[config.mk]
export PLATFORM = sky130hd
export DESIGN_NAME = rci_status_ind
export DESIGN_NICKNAME = d
export VERILOG_FILES = /design/src/logic/rci_pkg.sv /design/src/logic/rci_status_ind.sv /design/src/logic/rci_sync.sv
export SDC_FILE = /design/constraint.sdc
export NUM_CORES = 1
export LEC_CHECK = 0
export BUFFER_PORTS_ARGS = -buffer_cell sky130_fd_sc_hd__buf_2
export CORE_MARGIN = 5
export CORE_UTILIZATION = 40
export DETAILED_ROUTE_END_ITERATION = 16
export PLACE_DENSITY = 0.75
export SYNTH_ARGS = -nofsm -noshare
export SYNTH_HDL_FRONTEND = slang
export SYNTH_SLANG_ARGS = --single-unit
[constraint.sdc]
create_clock -name clk_i -period 1.8 [get_ports clk_i]
set_input_delay 0.36 -clock clk_i [delete_from_list [all_inputs] [get_ports clk_i]]
set_output_delay 0.36 -clock clk_i [all_outputs]
set_load 0.01 [all_outputs]
[src/logic/rci_pkg.sv]
// Package: constants and carriers for the recloser status indications
// Functional notes
// (RULE1) Outputs are indications only, never breaker commands
// (RULE2) Object control alone opens and closes breaker
// (RULE3) Enabled indication follows recloser enabled state
// (RULE4) Disabled only when external select set, input inactive
// (RULE5) Sequence active from breaker opened until timing stops
// (RULE6) Five served indications follow the starting request
// (RULE7) Running indication follows sequencer running mode
// (RULE8) Shot n indication while shot n executes
// (RULE9) Shots 4 and 5 have their own indications
// (RULE10) Request 1 highest priority, request 5 lowest
// (RULE11) Setting chooses whether external enable input counts
// (RULE12) At most one served and shot indication; prompt release
package rci_pkg;

    // ------------------------------------------------------------
    // Register map, byte addresses
    // ------------------------------------------------------------
    localparam logic [7:0]  REG_CTRL     = 8'h00;
    localparam logic [7:0]  REG_IND      = 8'h04;
    localparam logic [7:0]  REG_IRQ_STAT = 8'h08;
    localparam logic [7:0]  REG_IRQ_MASK = 8'h0C;

    // ------------------------------------------------------------
    // Field positions and reset values
    // ------------------------------------------------------------
    localparam int          CTRL_FN_ON   = 0;
    localparam int          CTRL_EXT_SEL = 1;
    localparam logic [1:0]  CTRL_RST     = 2'h1;
    localparam int          NUM_REQ      = 5;
    localparam int          NUM_SHOT     = 5;
    localparam int          IRQ_W        = 4;
    localparam int          IRQ_SHOT     = 0;
    localparam int          IRQ_SEQ_ON   = 1;
    localparam int          IRQ_SEQ_OFF  = 2;
    localparam int          IRQ_EN_CHG   = 3;
    localparam logic [3:0]  IRQ_MASK_RST = 4'h0;
    localparam int          SYNC_W       = 6;

    // ------------------------------------------------------------
    // Carriers
    // ------------------------------------------------------------
    // Sequencer state, same clock as this block
    typedef struct packed {
        logic       running;
        logic       breaker_opened;
        logic       dead_timing;
        logic       shot_start;
        logic       shot_end;
        logic [2:0] shot_num;
    } rci_seq_t;

    // Indication bundle, low bits of the indication register
    typedef struct packed {
        logic [4:0] shot_executing_ind;
        logic [4:0] request_served_ind;
        logic       sequencer_running_ind;
        logic       sequence_active_ind;
        logic       recloser_disabled_ind;
        logic       recloser_enabled_ind;
    } rci_ind_t;

    localparam rci_ind_t IND_RST = '0;

endpackage

[src/logic/rci_status_ind.sv]
// Recloser status indication stage with Wishbone registers and interrupt
`timescale 1ns/100ps
module rci_status_ind (
    // Clock and reset
    input  wire logic              clk_i,
    input  wire logic              rst_i,
    // Wishbone classic slave
    input  wire logic              wb_cyc_i,
    input  wire logic              wb_stb_i,
    input  wire logic              wb_we_i,
    input  wire logic [7:0]        wb_adr_i,
    input  wire logic [3:0]        wb_sel_i,
    input  wire logic [31:0]       wb_dat_i,
    output logic      [31:0]       wb_dat_o,
    output logic                   wb_ack_o,
    // Request and enable pins
    input  wire logic              reclose_request_1_i,
    input  wire logic              reclose_request_2_i,
    input  wire logic              reclose_request_3_i,
    input  wire logic              reclose_request_4_i,
    input  wire logic              reclose_request_5_i,
    input  wire logic              recloser_enable_input_i,
    // Sequencer state
    input  wire rci_pkg::rci_seq_t seq_i,
    // Indications and interrupt
    output rci_pkg::rci_ind_t      ind_o,
    output logic                   irq_o
);

    // ------------------------------------------------------------
    // Functions
    // ------------------------------------------------------------
    // Fixed priority: bit 0 (request 1) wins over all others
    function automatic logic [4:0] prio_pick(input logic [4:0] req);
        logic [4:0] r;
        r = 5'h00;
        for (int i = rci_pkg::NUM_REQ - 1; i >= 0; i--) begin
            if (req[i]) begin
                r = 5'h00;
                r[i] = 1'b1;
            end
        end
        return r;
    endfunction

    // Shot numbers 1..5 to one-hot; anything else decodes to none
    function automatic logic [4:0] shot_decode(input logic [2:0] n);
        logic [4:0] r;
        r = 5'h00;
        for (int i = 0; i < rci_pkg::NUM_SHOT; i++) begin
            if (n == 3'(i + 1)) begin
                r[i] = 1'b1;
            end
        end
        return r;
    endfunction

    // ------------------------------------------------------------
    // Pin synchronisation
    // ------------------------------------------------------------
    logic [5:0] pins_sync;
    wire  [4:0] req_s = pins_sync[4:0];
    wire        en_s  = pins_sync[5];

    rci_sync #(
        .W (rci_pkg::SYNC_W)
    ) u_sync (
        .clk_i   (clk_i),
        .rst_i   (rst_i),
        .async_i ({recloser_enable_input_i, reclose_request_5_i,
                   reclose_request_4_i, reclose_request_3_i,
                   reclose_request_2_i, reclose_request_1_i}),
        .sync_o  (pins_sync)
    );

    // ------------------------------------------------------------
    // Registers
    // ------------------------------------------------------------
    logic [1:0] ctrl;
    logic [3:0] irq_mask;
    logic [3:0] irq_stat;
    logic       dead_q;

    wire fn_on   = ctrl[rci_pkg::CTRL_FN_ON];
    wire ext_sel = ctrl[rci_pkg::CTRL_EXT_SEL];

    // ------------------------------------------------------------
    // Bus decode
    // ------------------------------------------------------------
    wire take     = wb_cyc_i & wb_stb_i & ~wb_ack_o;
    wire wr_take  = take & wb_we_i & wb_sel_i[0];
    wire hit_ctrl = wb_adr_i == rci_pkg::REG_CTRL;
    wire hit_ind  = wb_adr_i == rci_pkg::REG_IND;
    wire hit_stat = wb_adr_i == rci_pkg::REG_IRQ_STAT;
    wire hit_mask = wb_adr_i == rci_pkg::REG_IRQ_MASK;
    wire rd_clear = take & ~wb_we_i & hit_stat;

    wire [31:0] rd_data =
        hit_ctrl ? {30'h0, ctrl}              :
        hit_ind  ? {18'h0, ind_o}             :
        hit_stat ? {28'h0, irq_stat}          :
        hit_mask ? {28'h0, irq_mask}          :
                   32'h0;

    // ------------------------------------------------------------
    // Indication decode
    // ------------------------------------------------------------
    rci_pkg::rci_ind_t next_ind;

    // Enabled when the function is on, unless the external input is chosen and inactive
    wire next_en  = fn_on & (~ext_sel | en_s);              // [RULE3] [RULE11]
    wire next_dis = ext_sel & ~en_s;                        // [RULE4] [RULE11]
    wire dead_end = dead_q & ~seq_i.dead_timing;
    wire rel_shot = ~seq_i.running | seq_i.shot_end;        // [RULE12]

    always_comb begin
        next_ind = ind_o;
        next_ind.recloser_enabled_ind  = next_en;
        next_ind.recloser_disabled_ind = next_dis;
        next_ind.sequencer_running_ind = seq_i.running;     // [RULE7]
        // Opening the breaker wins over the end of timing
        if (seq_i.breaker_opened) begin
            next_ind.sequence_active_ind = 1'b1;            // [RULE5]
        end else if (dead_end) begin
            next_ind.sequence_active_ind = 1'b0;            // [RULE5]
        end
        // Served request is caught at shot start, not tracked live
        if (rel_shot) begin
            next_ind.request_served_ind = 5'h00;            // [RULE12]
            next_ind.shot_executing_ind = 5'h00;            // [RULE12]
        end else if (seq_i.shot_start) begin
            next_ind.request_served_ind = prio_pick(req_s); // [RULE6] [RULE10]
            next_ind.shot_executing_ind =
                shot_decode(seq_i.shot_num);                // [RULE8] [RULE9]
        end
    end

    // ------------------------------------------------------------
    // Interrupt events
    // ------------------------------------------------------------
    logic [3:0] events;
    always_comb begin
        events = 4'h0;
        events[rci_pkg::IRQ_SHOT]    = next_ind.shot_executing_ind != 5'h00
                                       && ind_o.shot_executing_ind == 5'h00;
        events[rci_pkg::IRQ_SEQ_ON]  = next_ind.sequence_active_ind
                                       & ~ind_o.sequence_active_ind;
        events[rci_pkg::IRQ_SEQ_OFF] = ~next_ind.sequence_active_ind
                                       & ind_o.sequence_active_ind;
        events[rci_pkg::IRQ_EN_CHG]  = next_en ^ ind_o.recloser_enabled_ind;
    end

    // A set in the clearing cycle survives the read
    wire [3:0] next_stat = (rd_clear ? 4'h0 : irq_stat) | events;

    // Mask written this cycle already counts, so the level never lags a write
    wire [3:0] next_mask = (wr_take && hit_mask) ? wb_dat_i[3:0] : irq_mask;

    // ------------------------------------------------------------
    // State
    // ------------------------------------------------------------
    // Indications only; breaker commands stay with object control
    always_ff @(posedge clk_i) begin
        if (rst_i) begin
            ind_o  <= rci_pkg::IND_RST;
            dead_q <= 1'b0;
        end else begin
            ind_o  <= next_ind;                             // [RULE1]
            dead_q <= seq_i.dead_timing;
        end
    end

    always_ff @(posedge clk_i) begin
        if (rst_i) begin
            ctrl     <= rci_pkg::CTRL_RST;
            irq_mask <= rci_pkg::IRQ_MASK_RST;
            irq_stat <= 4'h0;
            irq_o    <= 1'b0;
        end else begin
            irq_stat <= next_stat;
            irq_o    <= |(next_stat & next_mask);
            if (wr_take && hit_ctrl) begin
                ctrl <= wb_dat_i[1:0];
            end
            if (wr_take && hit_mask) begin
                irq_mask <= wb_dat_i[3:0];
            end
        end
    end

    always_ff @(posedge clk_i) begin
        if (rst_i) begin
            wb_ack_o <= 1'b0;
            wb_dat_o <= 32'h0;
        end else begin
            wb_ack_o <= take;
            if (take) begin
                wb_dat_o <= rd_data;
            end
        end
    end

    // ------------------------------------------------------------
    // Assertions
    // ------------------------------------------------------------
    a_enable_on: assert property (@(posedge clk_i) disable iff (rst_i) // [RULE3]
        (fn_on && (!ext_sel || en_s)) |=> ind_o.recloser_enabled_ind)
        else $error("enabled indication missing");

    a_disable_cause: assert property (@(posedge clk_i) disable iff (rst_i) // [RULE4]
        ind_o.recloser_disabled_ind |-> $past(ext_sel) && !$past(en_s))
        else $error("disabled indication without cause");

    a_ext_unused: assert property (@(posedge clk_i) disable iff (rst_i) // [RULE11]
        (!ext_sel && fn_on) |=> !ind_o.recloser_disabled_ind
                                && ind_o.recloser_enabled_ind)
        else $error("external input acted while not selected");

    a_seq_start: assert property (@(posedge clk_i) disable iff (rst_i) // [RULE5]
        seq_i.breaker_opened |=> ind_o.sequence_active_ind)
        else $error("sequence active not set on opening");

    a_seq_end: assert property (@(posedge clk_i) disable iff (rst_i) // [RULE5]
        ($fell(seq_i.dead_timing) && !seq_i.breaker_opened)
        |=> !ind_o.sequence_active_ind)
        else $error("sequence active held after timing ended");

    a_run_follow: assert property (@(posedge clk_i) disable iff (rst_i) // [RULE7]
        ind_o.sequencer_running_ind == $past(seq_i.running))
        else $error("running indication does not follow");

    a_req_served: assert property (@(posedge clk_i) disable iff (rst_i) // [RULE6]
        (seq_i.shot_start && !rel_shot && req_s[2] && req_s[1:0] == 2'h0)
        |=> ind_o.request_served_ind == 5'h04)
        else $error("wrong served request");

    a_req_prio: assert property (@(posedge clk_i) disable iff (rst_i) // [RULE10]
        (seq_i.shot_start && !rel_shot && req_s[0])
        |=> ind_o.request_served_ind == 5'h01 [*1] ##1
            ($past(rel_shot) || $past(seq_i.shot_start)
             || ind_o.request_served_ind == 5'h01))
        else $error("request 1 not preferred or not held");

    a_shot_low: assert property (@(posedge clk_i) disable iff (rst_i) // [RULE8]
        (seq_i.shot_start && !rel_shot && seq_i.shot_num == 3'h3)
        |=> ind_o.shot_executing_ind == 5'h04)
        else $error("shot 3 indication wrong");

    a_shot_high: assert property (@(posedge clk_i) disable iff (rst_i) // [RULE9]
        (seq_i.shot_start && !rel_shot && seq_i.shot_num == 3'h5)
        |=> ind_o.shot_executing_ind == 5'h10)
        else $error("shot 5 indication wrong");

    a_one_hot: assert property (@(posedge clk_i) disable iff (rst_i) // [RULE12]
        $onehot0(ind_o.request_served_ind) && $onehot0(ind_o.shot_executing_ind))
        else $error("more than one indication active");

    a_release: assert property (@(posedge clk_i) disable iff (rst_i) // [RULE12]
        rel_shot |=> ind_o.request_served_ind == 5'h00
                     && ind_o.shot_executing_ind == 5'h00)
        else $error("indication not released");

    a_irq_level: assert property (@(posedge clk_i) disable iff (rst_i) // [RULE1]
        irq_o == |(irq_stat & irq_mask))
        else $error("interrupt does not match status and mask");

    // A read is the only way to drop a status bit, so a late clear shows up here
    a_stat_sticky: assert property (@(posedge clk_i) disable iff (rst_i) // [RULE1]
        !rd_clear |=> (irq_stat & $past(irq_stat)) == $past(irq_stat))
        else $error("status bit lost without a read");

    a_enable_off: assert property (@(posedge clk_i) disable iff (rst_i) // [RULE3]
        !fn_on |=> !ind_o.recloser_enabled_ind)
        else $error("enabled indication with function off");

    a_disable_off: assert property (@(posedge clk_i) disable iff (rst_i) // [RULE4]
        (!ext_sel || en_s) |=> !ind_o.recloser_disabled_ind)
        else $error("disabled indication while input unused or active");

    // Sequence indication must ride out the whole timing, not only its start
    a_seq_hold: assert property (@(posedge clk_i) disable iff (rst_i) // [RULE5]
        (ind_o.sequence_active_ind && !$fell(seq_i.dead_timing))
        |=> ind_o.sequence_active_ind)
        else $error("sequence active dropped while timing");

    a_served_hold: assert property (@(posedge clk_i) disable iff (rst_i) // [RULE6]
        (ind_o.request_served_ind != 5'h00 && !rel_shot && !seq_i.shot_start)
        |=> $stable(ind_o.request_served_ind))
        else $error("served indication moved during a shot");

    a_shot_hold: assert property (@(posedge clk_i) disable iff (rst_i) // [RULE8]
        (ind_o.shot_executing_ind != 5'h00 && !rel_shot && !seq_i.shot_start)
        |=> $stable(ind_o.shot_executing_ind))
        else $error("shot indication moved during a shot");

    a_req_second: assert property (@(posedge clk_i) disable iff (rst_i) // [RULE10]
        (seq_i.shot_start && !rel_shot && req_s[1:0] == 2'h2)
        |=> ind_o.request_served_ind == 5'h02)
        else $error("request 2 not picked over lower requests");

    // Out-of-range numbers must not light a shot, or two could appear at once
    a_shot_none: assert property (@(posedge clk_i) disable iff (rst_i) // [RULE12]
        (seq_i.shot_start && !rel_shot
         && (seq_i.shot_num == 3'h0 || seq_i.shot_num > 3'h5))
        |=> ind_o.shot_executing_ind == 5'h00)
        else $error("shot indication for an invalid shot number");

endmodule

[src/logic/rci_sync.sv]
// Two flip-flop synchroniser for asynchronous input pins
`timescale 1ns/100ps
module rci_sync #(
    parameter int W = 1
) (
    // Clock and reset
    input  wire logic         clk_i,
    input  wire logic         rst_i,
    // Pins and synchronised copy
    input  wire logic [W-1:0] async_i,
    output logic      [W-1:0] sync_o
);

    logic [W-1:0] meta;

    // First stage is read only by the second stage
    always_ff @(posedge clk_i) begin
        if (rst_i) begin
            meta   <= '0;
            sync_o <= '0;
        end else begin
            meta   <= async_i;
            sync_o <= meta;
        end
    end

endmodule

==> reports/results.txt <==
status -> finished, final reports clean
met1 wire length -> 2180 um
first-pass GRT wire length -> 7530 um
post-route insts no fill -> 366
routed len/inst -> 13.1 um
top routing layer in use -> met4
CTS Buf Count -> 5
gpl congestion -> 0.814
hold_buf cts -> 0
initial antenna violation count -> 0
total routed wirelength -> 4790 um
Setup CP Type -> flop to flop
CTS tree -> done
crit path max fanout -> 4
clk root buf -> clkbuf_8
Worst path max stage delay -> 0.40 ns
Top FF cell, synth -> dfxtp_1
Critical Path Start Type -> flop
Sink Count -> 53
die height -> 83.1 um
GR Util All Layers -> 13.4%
list of most frequent post-synthesis cells -> 53 x dfxtp_1, 35 x nor2_1, 18 x buf_4
cells after synthesis -> 220
top cells by area, synth -> dfxtp_1 50%, buf_4 6.3%, nor2_1 6.1%
Setup crit end kind -> flop
fin crit period -> 1.73 ns
post-synth cell types -> 33
critical-path cell list -> and3b_2 -> nand4_1 -> buf_4 -> a22oi_2 -> nor3_2 -> or4_1
top-area cell type share of the netlist area -> 49.6%
met2 routed WL -> 2200 um
Max VDD drop -> 0.000669 V
clock buffer depth -> 2
Starting Density -> 41.6%
Synth Area in Compound Gates -> 9.42%
unrepaired setup endpoints after global routing -> yes
number of global-route vias before repair -> 1594
Setup Skew -> 0.00932 ns
FP Rows -> 26
total gr overflow -> 0
yosys warns -> 0
die width -> 83.1 um
Layout area overhead -> 26.1%
crit share post-route -> 96.3%
antenna viol nets, final -> 0
mux cell area share after synthesis -> 7.37%
core area -> 5140 sq um
first-pass iteration count of the detailed router -> 4
area leader, netlist -> dfxtp_1
Post-DP HPWL -> 3670 um
largest family of logic cells by synthesized area -> simple AND/OR/NAND/NOR gates
clock latency on the worst-skew pair -> 0.31 ns
# Max-Cap Violations -> 0
initial detailed-routing violation count -> 101
ANT cells -> 0
xor and xnor area share after synthesis -> 0%
final setup fails -> 0
fin util -> 52.5%
# DRC -> 0
EDFF count, synth -> 0
clock-pin transition on the worst setup and hold timing paths -> 0.10 ns
synthesized-area fraction occupied by adder cells -> 0%
flip-flop and latch count after synthesis -> 53
share of flip-flops with an asynchronous set or reset -> 0%
number of port buffers -> 61
Post-Layout Inst Area -> 2700 sq um
hold crit path type -> input port to flop
met3 routed WL -> 359 um
largest net degree at the start of global routing -> 24
drt via density -> 4.75
WP data required -> 1.98 ns
Setup Fix Bufs, Post-CTS -> 0
CTS H-tree lvls -> 2
Final nets -> 358
PD cells -> 776 nW/um^2
post-synthesis simple-gate area fraction -> 25.3%
I/O pin cnt -> 111
Vias -> 1737
placed cells -> 358
Leak -> 1.21 nW
CP max-delay cell -> or4_1
full die area -> 6910 sq um
DP Area -> 2570 sq um
Slew Viols, Final -> 0
cell area after synthesis -> 2140 sq um
critical path data arrival time -> 1.92 ns
count leader, synth -> dfxtp_1
fmax -> 0.577 GHz
layout cell share with drive strength beyond 1 -> 33.8%
Fin. Hold Viols -> 0
post-synthesis sequential area ratio -> 49.6%
Avg Inst Size Synth -> 9.73 sq um
Resize count post-CTS -> 0
[where the power goes]
group          leakage, nW  switching, mW  total [mW]  internal (mW)
Clock               0.0447          0.405       0.687          0.281
Combinational        0.734          0.107       0.197         0.0898
Sequential           0.432         0.0124        1.21           1.20
Total                 1.21          0.525        2.09           1.57
[cell families (layout without fill, tap and decap cells)]
family                 count (synthesis)  after routing
AND/OR/NAND/NOR                       94             94
flip-flops                            53             53
AO/OA/AOI/OAI                         31             31
buffers and inverters                 28             87
multiplexers                          13             13
other                                  1             18
[worst max-delay path, delay by kind of cell, from the launching register on]
family	cells	cell delay, ns
AO/OA/AOI/OAI	1	0.19
flip-flops	1	0.31
AND/OR/NAND/NOR	4	0.92
buffers and inverters	1	0.20
[layer usage]
metal | global-route usage (%) | vias up
li1 | - | 877
met1 | 17.0 | 802
met2 | 21.1 | 53
met3 | 4.75 | 5
met4 | 4.31 | 0
met5 | 0 | -
[state kept, by name, indices dropped and copies added (netlist names), 2 cells and up]
register,cells
irq_stat,4
ind_o,14
irq_mask,4
ctrl,2
u_sync.meta,6
wb_dat_o,14
u_sync.sync_o,6
[worst paths after layout]
kind / start / endpoint / slack [ns] / depth (start not counted)
max: wb_ack_o / irq_o / 0.07 / 6
min: recloser_enable_input_i / u_sync.meta[5] / 0.25 / 2
max reg2reg: wb_ack_o / irq_o / 0.07 / 6
min reg2reg: u_sync.meta[2] / u_sync.sync_o[2] / 0.44 / 1
[area by class of cell]
cell class	instances	area (sq um)
fill	498	2440
tap	70	87.6
sequential	53	1060
clock buffer	5	68.8
multi-input combinational	156	1000
timing repair buffer	79	453
clock inverter	3	25.0
[metrics by stage]
stage	hold WS, ns	setup slack [ns]	power (mW)	TNS, ns
after floorplan	0.414	-0.00922	1.37	-0.00922
after global placement	0.419	-0.237	1.42	-0.383
after detailed placement	0.426	-0.308	1.43	-0.535
after CTS	0.241	0.00140	2.11	0
after global routing	0.239	-0.0326	2.19	-0.0326
final	0.253	0.0663	2.09	0
[layout by cell type, fill, tap and decap left out, drive strengths merged, types with 2 or more instances in the layout]
cell type,count
nor3,4
conb,18
dfxtp,53
mux4,2
nand2b,10
nor3b,4
nor2,35
nand4,2
a21oi,13
nand3,4
nand3b,3
nand4b,2
a22oi,15
buf,79
mux2i,9
mux2,2
nor2b,17
or4,2
nor4b,3
nand2,3
clkbuf,5
No activity file was read; power rests on OpenSTA's default activity.
